[config.mk]
export PLATFORM = sky130hd
export DESIGN_NAME = serial_card_ctrl_status_port
export DESIGN_NICKNAME = d
export VERILOG_FILES = /design/src/serial_card_pkg.sv /design/src/serial_card_ctrl_status_port.sv
export VERILOG_INCLUDE_DIRS = /design/src
export SDC_FILE = /design/constraint.sdc
export NUM_CORES = 1
export LEC_CHECK = 0
export ABC_AREA = 1
export BUFFER_PORTS_ARGS = -buffer_cell sky130_fd_sc_hd__buf_2
export CORE_MARGIN = 2
export CORE_UTILIZATION = 42
export CTS_BUF_LIST = sky130_fd_sc_hd__clkbuf_4
export DETAILED_ROUTE_END_ITERATION = 6
export GPL_ROUTABILITY_DRIVEN = 0
export PLACE_DENSITY_LB_ADDON = 0.08
export SLEW_MARGIN = 20
export SYNTH_ARGS = -nofsm -noshare
export SYNTH_HDL_FRONTEND = slang
export SYNTH_SLANG_ARGS = --single-unit
[constraint.sdc]
create_clock -name i_core_clk -period 1.3 [get_ports i_core_clk]
set_input_delay 0.26 -clock i_core_clk [delete_from_list [all_inputs] [get_ports i_core_clk]]
set_output_delay 0.26 -clock i_core_clk [all_outputs]
set_load 0.1 [all_outputs]
[src/serial_card_defs.svh]
// Purpose: Constants for the serial card control/status port
// Assumes: Byte-wide PC I/O bus, ten address bits
// Notes: Offsets are relative to the switch-selected base
`ifndef SERIAL_CARD_DEFS_SVH
`define SERIAL_CARD_DEFS_SVH
`define OFS_CHAN_A_DATA 3'h0
`define OFS_CHAN_A_CTRL 3'h1
`define OFS_CHAN_B_DATA 3'h2
`define OFS_CHAN_B_CTRL 3'h3
`define OFS_CTRL_STATUS 3'h4
`define OFS_TC_CLEAR 3'h5
`define BIT_DTR 0
`define BIT_DSR 0
`define BIT_SERIAL_IRQ 3
`define BIT_TC_LATCH 5
`define BIT_DMA 7
`define DTR_RESET 1'b0
`define DMA_EN_RESET 1'b0
`define STATUS_UNUSED_MASK 8'h56
`endif

[src/serial_card_pkg.sv]
// Purpose: Types for the serial card control/status port
// Assumes: Constants live in serial_card_defs.svh
// Notes: Select codes follow the enable header positions
package serial_card_pkg;
	typedef enum logic [1:0] {
		DMA_SRC_NONE,
		DMA_SRC_CSR_BIT,
		DMA_SRC_CHAN_B_RTS,
		DMA_SRC_ALWAYS
	} dma_src_e;
endpackage : serial_card_pkg

[src/serial_card_ctrl_status_port.sv]
// Purpose: Address decode, control/status port and TC latch
// Assumes: Bus strobes are one-cycle pulses synchronous to i_core_clk
// Notes: Read data is registered, valid the cycle after the strobe
// Operation
// - Eight addresses; fifth is control/status
// - Write bit 0 sets terminal ready
// - Write bit 7 sets DMA enable
// - Read bit 0 is DSR, active low
// - Read bit 3 is controller IRQ, low
// - Read bit 5 is TC latch, low
// - Read bit 7 is DMA state, low
// - TC pulse sets latch when option selected
// - Set latch drives card interrupt request
// - Any write to sixth address clears latch unless a TC sets it in that cycle
// - Reset clears software DMA enable
// - Select chooses DMA driver enable source
// - Base matches A9..A3 against switches
// - Offsets 0-3 map to controller ports
`timescale 1ns/1ps
`include "serial_card_defs.svh"
module serial_card_ctrl_status_port
	import serial_card_pkg::*;
(
	input wire logic i_core_clk,
	input wire logic i_arst_n,
	input wire logic [9:0] i_io_addr,
	input wire logic i_io_wr,
	input wire logic i_io_rd,
	input wire logic [7:0] i_io_wdata,
	input wire logic [6:0] i_base_switch_open,
	input wire logic i_dsr,
	input wire logic i_serial_ctrl_irq_n,
	input wire logic i_dma_tc,
	input wire logic i_irq_mode_select,
	input wire dma_src_e i_dma_enable_source_select,
	input wire logic i_chan_b_rts,
	output logic o_card_sel,
	output logic o_serial_ctrl_cs,
	output logic [1:0] o_serial_ctrl_reg,
	output logic [7:0] o_io_rdata,
	output logic o_io_rdata_oe,
	output logic o_dtr,
	output logic o_dma_drv_en,
	output logic o_tc_interrupt
);
	logic dtr_ff;
	logic dma_sw_en_ff;
	logic tc_latch_ff;
	logic [7:0] rdata_ff;
	logic rdata_oe_ff;
	logic dma_on;
	logic csr_wr;
	logic tc_clr;
	logic [2:0] ofs;

	// Local offset decoder, shared by several strobes
	function automatic logic hit(input logic [2:0] o, input logic [2:0] t);
		hit = (o == t);
	endfunction : hit

	// Base compare; open switch needs a one
	assign o_card_sel = (i_io_addr[9:3] == i_base_switch_open);
	assign ofs = i_io_addr[2:0];
	// Low four offsets go to the controller
	assign o_serial_ctrl_cs = o_card_sel && (ofs[2] == 1'b0);
	assign o_serial_ctrl_reg = ofs[1:0];
	assign csr_wr = o_card_sel && i_io_wr && hit(ofs, `OFS_CTRL_STATUS);
	assign tc_clr = o_card_sel && i_io_wr && hit(ofs, `OFS_TC_CLEAR);

	always_ff @(posedge i_core_clk or negedge i_arst_n) begin
		if (!i_arst_n) begin
			dtr_ff <= `DTR_RESET;
		end else if (csr_wr) begin
			dtr_ff <= i_io_wdata[`BIT_DTR];
		end
	end

	always_ff @(posedge i_core_clk or negedge i_arst_n) begin
		if (!i_arst_n) begin
			dma_sw_en_ff <= `DMA_EN_RESET;
		end else if (csr_wr) begin
			dma_sw_en_ff <= i_io_wdata[`BIT_DMA];
		end
	end

	// TC latch; a TC in the clearing cycle wins
	always_ff @(posedge i_core_clk or negedge i_arst_n) begin
		if (!i_arst_n) begin
			tc_latch_ff <= 1'b0;
		end else if (i_irq_mode_select && i_dma_tc) begin
			tc_latch_ff <= 1'b1;
		end else if (tc_clr) begin
			tc_latch_ff <= 1'b0;
		end
	end

	always_comb begin
		case (i_dma_enable_source_select)
			DMA_SRC_CSR_BIT: dma_on = dma_sw_en_ff;
			DMA_SRC_CHAN_B_RTS: dma_on = i_chan_b_rts;
			DMA_SRC_ALWAYS: dma_on = 1'b1;
			default: dma_on = 1'b0;
		endcase
	end

	// Status is sampled at the strobe so a slow host sees a stable byte
	always_ff @(posedge i_core_clk or negedge i_arst_n) begin
		if (!i_arst_n) begin
			rdata_ff <= 8'h00;
			rdata_oe_ff <= 1'b0;
		end else begin
			rdata_oe_ff <= o_card_sel && i_io_rd && hit(ofs, `OFS_CTRL_STATUS);
			if (o_card_sel && i_io_rd && hit(ofs, `OFS_CTRL_STATUS)) begin
				rdata_ff <= 8'h00;
				rdata_ff[`BIT_DSR] <= ~i_dsr;
				rdata_ff[`BIT_SERIAL_IRQ] <= i_serial_ctrl_irq_n;
				rdata_ff[`BIT_TC_LATCH] <= ~tc_latch_ff;
				rdata_ff[`BIT_DMA] <= ~dma_on;
			end
		end
	end

	assign o_io_rdata = rdata_ff;
	assign o_io_rdata_oe = rdata_oe_ff;
	assign o_dtr = dtr_ff;
	assign o_dma_drv_en = dma_on;
	assign o_tc_interrupt = tc_latch_ff;
endmodule : serial_card_ctrl_status_port

==> flow_summary.toml, run 1 <==
[status]
status = "aborted with a tool error"
haltStage = "global routing"
error_line = "[ERROR DPL-0038] Utilization greater than 100%, impossible to legalize"

[timing]
worst_path_end_type = "output port"
crit_endpoint = "o_serial_ctrl_cs"

[die]
start_util_pct = 46.3
die_x_um = 42.4
io_pins = 52
rows = 13
die_y_um = 42.4

[clock_network]
cts_buffers = 3
cts.sinks = 8
cts_max_path_buffers = 2
h-tree-depth = 1
clockRootBuffer = "clkbuf_4"

[synth]
ys_seq_elements = 8
synthesis.instances = 93
yosys_warnings = 0
synth_top_family_by_area = "simple AND/OR/NAND/NOR gates"
synthAdderAreaFrac_pct = 0
synth_area_um2 = 618
synth-compound-area-share_pct = 5.06
ys_types = 18
ys_seq_area_share_pct = 32.4
avgSynthCellArea_um2 = 6.65
synth_xor_area_share_pct = 2.83
yosys.area_share.simple_pct = 41.3
synthMuxAreaShare_pct = 0

[global_routing]
grt_max_degree = 9

[place]
detailed_place_hpwl_mm = 1.37
place_ws_ns = -0.139
portBuffers = 41
==> Yosys cell counts <==
cell type / count / area (µm²)
dfrtp_1: 8 / 200
nand4_1: 4 / 25.0
nand3_2: 1 / 10.0
clkinv_4: 1 / 8.76
buf_4: 6 / 45.0
nor2_2: 1 / 6.26
nor2_4: 1 / 11.3
nor2_1: 5 / 18.8
xnor2_1: 2 / 17.5
nand2_2: 2 / 12.5
nor3_1: 1 / 5.00
conb_1: 1 / 3.75
inv_1: 15 / 56.3
nand2_1: 39 / 146
o21ai_0: 1 / 5.00
o21ai_2: 3 / 26.3
and3b_1: 1 / 8.76
nand2_4: 1 / 11.3
==> per-stage QoR <==
| step | hold WS, ns | area (µm²) | setup TNS (ns) | std cells |
|---|---|---|---|---|
| floorplan | -0.0356 | 684 | -2.19 | 96 |
| global placement | 0.108 | 1090 | -0.437 | 152 |
| detailed placement | 0.113 | 1090 | -0.608 | 152 |
| CTS | 0.179 | 1270 | -0.0343 | 165 |
==> repair_timing <==
action | in CTS
setup endpoints to repair | 3
resized for setup | 23
buffers inserted | 9
hold endpoints to repair | 8
hold buffers | 1
pin swaps | 13
==> cell families after synthesis <==
logic type,Yosys count
xor gates and xnor gates,2
buffers and inverters,22
and+or+nand+nor,56
AOI/OAI and AO/OA,4
DFF,8
other,1
==> inputs of run 2 (changes only) <==
Settings changed: CORE_AREA set to 2 2 63 65, CORE_MARGIN 2 to not set, CORE_UTILIZATION 42 to not set, CTS_BUF_LIST sky130_fd_sc_hd__clkbuf_4 to not set, DIE_AREA set to 0 0 65 67, PLACE_DENSITY_LB_ADDON 0.08 to 0.15.
==> run 2 against run 1 <==
- the flow now finishes, with violations (negative setup slack)
- synthesized cell count did not move
- area after synthesis unchanged
==> flow_summary.toml, run 2 <==
[final_layout]
largest_reg_flops = 4
n_antenna_cell = 0
nets = 187
fin_cells = 197
drive_above_1_share_pct = 61.1
area_growth_syn_to_layout_pct = 119
utilization_pct = 37.5
finalInstanceArea_um2 = 1350
mostFrequentLayoutCells = "nand2_1, buf_2, nand2_2, buf_4, buf_12"
layout_commonest_cell = "nand2_1"

[route]
postRouteAntennaNets = 0
post_drt_wl_per_cell_um = 8.74
drtIter0Drc = 14
drt-vias-per-instance = 3.70
wl_mm = 1.72
firstDrtPassIters = 4
drcViolationCount = 0
dr_total_vias = 728

[global_routing]
grt_pass1_wl_mm = 2.83
grt_pass1_vias = 695
grt_overflow = 0
grt_usage_pct = 8.48
grt_max_degree = 9
antenna_found_initial = 0

[synth]
yosysMostFrequentCell = "nand2_1"
synth-compound-area-share_pct = 5.06
ys_async_sr_fraction_pct = 100
ys_seq_area_share_pct = 32.4
yosys_warnings = 0
synth_edf_count = 0
yosysTopAreaCell = "dfrtp_1"
synthAdderAreaFrac_pct = 0
synth_area_leaders = "dfrtp_1, nand2_1, inv_1"
avgSynthCellArea_um2 = 6.65
synth_xor_area_share_pct = 2.83
yosys.area_share.simple_pct = 41.3
synth_top_family_by_area = "simple AND/OR/NAND/NOR gates"
yosys-top-cells-count = "nand2_1, inv_1, dfrtp_1"
ys_types = 18
synthMuxAreaShare_pct = 0
synthesis.instances = 93
ys.flop_type = "dfrtp_1"
ys_seq_elements = 8
yosysTopAreaCellShare_pct = 32.4
synth_area_um2 = 618

[clock_network]
clk_pin_slew_ns = 0.04
insertion_delay_ns = 0.22
cts_buffers = 3
tritoncts = "built"
clockRootBuffer = "clkbuf_8"
cts_max_path_buffers = 2
h-tree-depth = 1
cts.sinks = 8

[status]
status = "finished with violations"
failed_checks = "negative setup slack"

[timing]
hold-worst-slack_ns = 0.218
finalCritPeriodShare_pct = 106
rsz0062_at_grt = "yes"
skew_ns = 0.0000391
finalSetupViolCount = 1
final.setup.worst_slack_ns = -0.0782
final.min_clock_period_ns = 1.38
hold_violations = 0
max_freq_mhz = 726
maxSlewViolCount = 0

[worst_setup_path]
end_kind = "output port"
worstPathRequired_ns = 1.04
cp.arrival_ns = 1.12
critPathKind = "input port to output port"
crit_fanout = 2
ff2ff_setup_slack_ns = 0.38
cp-start-kind = "input port"

[pwr]
vdd_ir_drop_max_mv = 0.250
p_leak_uw = 0.000731
powerDensity_nw_per_um2 = 693

[place]
dpl-instance-area_um2 = 1140
dp.cells = 186
place_ws_ns = -0.159
detailed_place_hpwl_mm = 1.43
portBuffers = 41

[die]
die_y_um = 67
die_x_um = 65
core_um2 = 3610
rows = 22
io_pins = 52
dieArea_um2 = 4360
start_util_pct = 17.1

[min_path]
holdCritPathClass = "input port to register"

[flow_run]
maxCapViolCount = 0
run 2: area by class of cell:
cell class | instances | area, µm²
flip-flops and latches | 8 | 200
multi-input cells | 66 | 398
well taps | 48 | 60.1
repair buffers | 56 | 571
fillers | 363 | 2250
inverters | 16 | 82.6
clock buffers | 3 | 41.3
run 2: cell families (layout without fill, tap and decap cells):
kind of cell,after synthesis,after routing
AND/OR/NAND/NOR,56,56
buffers and inverters,22,75
flip-flops,8,8
AO/OA/AOI/OAI,4,4
XOR/XNOR,2,2
other,1,4
run 2: worst paths after layout:
| kind | startpoint | endpoint | depth (start not counted) |
|---|---|---|---|
| worst min register to register | o_io_rdata[3] | o_io_rdata[3] | 2 |
| worst min-delay path | i_dsr | o_io_rdata[0] | 2 |
| min in group asynchronous | i_arst_n | o_io_rdata[7] | 2 |
| max in group asynchronous | i_arst_n | o_io_rdata[3] | 2 |
| worst max register to register | dma_sw_en_ff | o_io_rdata[7] | 4 |
| worst max-delay path | i_io_addr[9] | o_serial_ctrl_cs | 7 |
run 2: what timing repair did:
item	4_1_cts	5_1_grt
hold buffers	1	0
resized for setup	15	21
setup endpoints to repair	3	6
setup buffers	5	2
pin swaps	9	13
cloned	0	0
hold endpoints to repair	8	0
run 2: power breakdown:
group          internal, µW  switching, µW  total [µW]
registers               254           4.30         259
clock network           200           87.9         288
logic                   164            227         391
total                   619            319         938
run 2: routing by layer:
metal / GRT usage, % / up-vias / routed length (µm)
met5: 0 / - / 0
met4: 2.39 / 0 / 8
met3: 3.38 / 2 / 205
met2: 15.5 / 32 / 913
met1: 8.98 / 311 / 595
li1: - / 383 / -
run 2: critical path, cell delays in order:
cell and delay [ns]:
buf_8 0.11, nand2_2 0.06, nand2_2 0.06, nor2_2 0.11, nand2_2 0.09, nor3_4 0.23
buf_12 0.20
run 2: metrics by stage:
step           setup TNS (ns)  total power [µW]
4_1_cts               -0.0461               922
5_1_grt                -0.320               991
2_1_floorplan           -2.19               467
6_report              -0.0782               938
3_3_place_gp           -0.645               589
3_5_place_dp           -0.716               593
Note: power is estimated with default switching activity, not from simulation.
==> inputs of run 3 (changes only) <==
Settings changed: CTS_BUF_LIST set to sky130_fd_sc_hd__clkbuf_4, SKIP_CTS_REPAIR_TIMING set to 1.
==> run 3 against run 2 <==
- the flow still finishes with violations (negative setup slack)
- cell count down 2.0%
- first-iteration DRC count up 43%
- core utilization unchanged
- global-route usage is 0.72 points lower
==> flow_summary.toml, run 3 (synthesis gave the netlist of run 2 again) <==
[place]
portBuffers = 41
detailed_place_hpwl_mm = 1.43
dpl-instance-area_um2 = 1140

[final_layout]
multiInputGateArea_um2 = 425
finalInstanceArea_um2 = 1350
drive_above_1_share_pct = 62.8
mostFrequentLayoutCells = "nand2_1, buf_2, nand2_2"
n_antenna_cell = 0
utilization_pct = 37.5
largest_reg_flops = 4
ff_latch_area_um2 = 200
nets = 183
fillers = 371
area_growth_syn_to_layout_pct = 119
layout_commonest_cell = "nand2_1"

[die]
core_um2 = 3610
rows = 22
start_util_pct = 17.1
die_y_um = 67
dieArea_um2 = 4360
die_x_um = 65
io_pins = 52

[worst_setup_path]
ff2ff_path_depth = 4
crit_fanout = 2
worstPathRequired_ns = 1.04
cp-start-kind = "input port"
cp.arrival_ns = 1.08
critPathKind = "input port to output port"
end_kind = "output port"

[route]
postRouteAntennaNets = 0
drtIter0Drc = 20
drcViolationCount = 0
wl_mm = 1.75
dr_total_vias = 726
firstDrtPassIters = 5
post_drt_wl_per_cell_um = 9.05
drt-vias-per-instance = 3.76

[timing]
skew_ns = 0.0000391
finalSetupTns_ns = -0.0351
hold-worst-slack_ns = 0.192
final.min_clock_period_ns = 1.34
finalCritPeriodShare_pct = 103
hold_violations = 0
maxSlewViolCount = 0
max_freq_mhz = 749
final.setup.worst_slack_ns = -0.0351
finalSetupViolCount = 1
rsz0062_at_grt = "yes"

[pwr]
p_switching_uw = 314
seqPwrFrac_pct = 30.9
clkPwrFrac_pct = 21.6
powerDensity_nw_per_um2 = 617
finalPower_uw = 835
p_int_uw = 521
power_frac_comb_pct = 47.5
vdd_ir_drop_max_mv = 0.204
p_sw_share_pct = 37.6
p_leak_uw = 0.000721

[clock_network]
cts.sinks = 8
cts_buffers = 3
insertion_delay_ns = 0.25
clk_pin_slew_ns = 0.05
clockRootBuffer = "clkbuf_4"
tritoncts = "built"
cts_max_path_buffers = 2
h-tree-depth = 1

[global_routing]
antenna_found_initial = 0
grt_usage_pct = 7.76
top_usage_layer = "met2"
grt_overflow = 0
grt_pass1_wl_mm = 2.60
grt_pass1_vias = 647
grtUsageMet2_pct = 13.3
grt_max_degree = 9
use_met3_pct = 3.55
grtUsageMet1_pct = 8.57

[status]
failed_checks = "negative setup slack"
status = "finished with violations"

[min_path]
worstHoldPathCells = 2
holdCritPathClass = "input port to register"

[flow_run]
maxCapViolCount = 0
[run 3: stage by stage]
stage | setup slack, ns | instances
after floorplan | -0.336 | 96
after detailed placement | -0.159 | 186
after global placement | -0.152 | 186
final | -0.0351 | 193
after CTS | -0.165 | 189
after global routing | -0.0907 | 193
[run 3: path summary, 6_finish.rpt]
kind                          startpoint                to  slack (ns)
max in group asynchronous       i_arst_n    o_tc_interrupt        0.75
min in group asynchronous       i_arst_n     o_io_rdata[7]        0.39
max reg2reg                 dma_sw_en_ff     o_io_rdata[7]        0.38
min                                i_dsr     o_io_rdata[0]        0.19
max                         i_io_addr[7]  o_serial_ctrl_cs       -0.04
min reg2reg                o_io_rdata[3]     o_io_rdata[3]        0.53
[run 3: power groups by stage]
stage               Clock (µW)  Combinational, µW  Sequential, µW
finish                     180                397             258
CTS                        191                331             257
floorplan                    0                183             284
global route               211                423             258
detailed placement           0                331             262
global placement             0                328             262
[run 3: layout make-up]
cell class / instances / share of cell area, %
tap: 48 / 4.44
timing repair buffer: 52 / 41.2
sequential: 8 / 14.8
clock buffer: 3 / 1.67
inverter: 16 / 6.48
multi-input combinational: 66 / 31.5
[run 3: metal layers]
layer	wire [µm]	vias to the layer above	share of wire (%)
met5	0	-	0
met2	922	34	53
met3	210	2	12
li1	-	376	-
met4	8	0	0.46
met1	604	314	35
[run 3: critical path, cell delays in order]
cell and delay [ns]:
buf_8 0.10, xnor2_4 0.19, nand3_4 0.12, nor3_4 0.21, buf_12 0.20
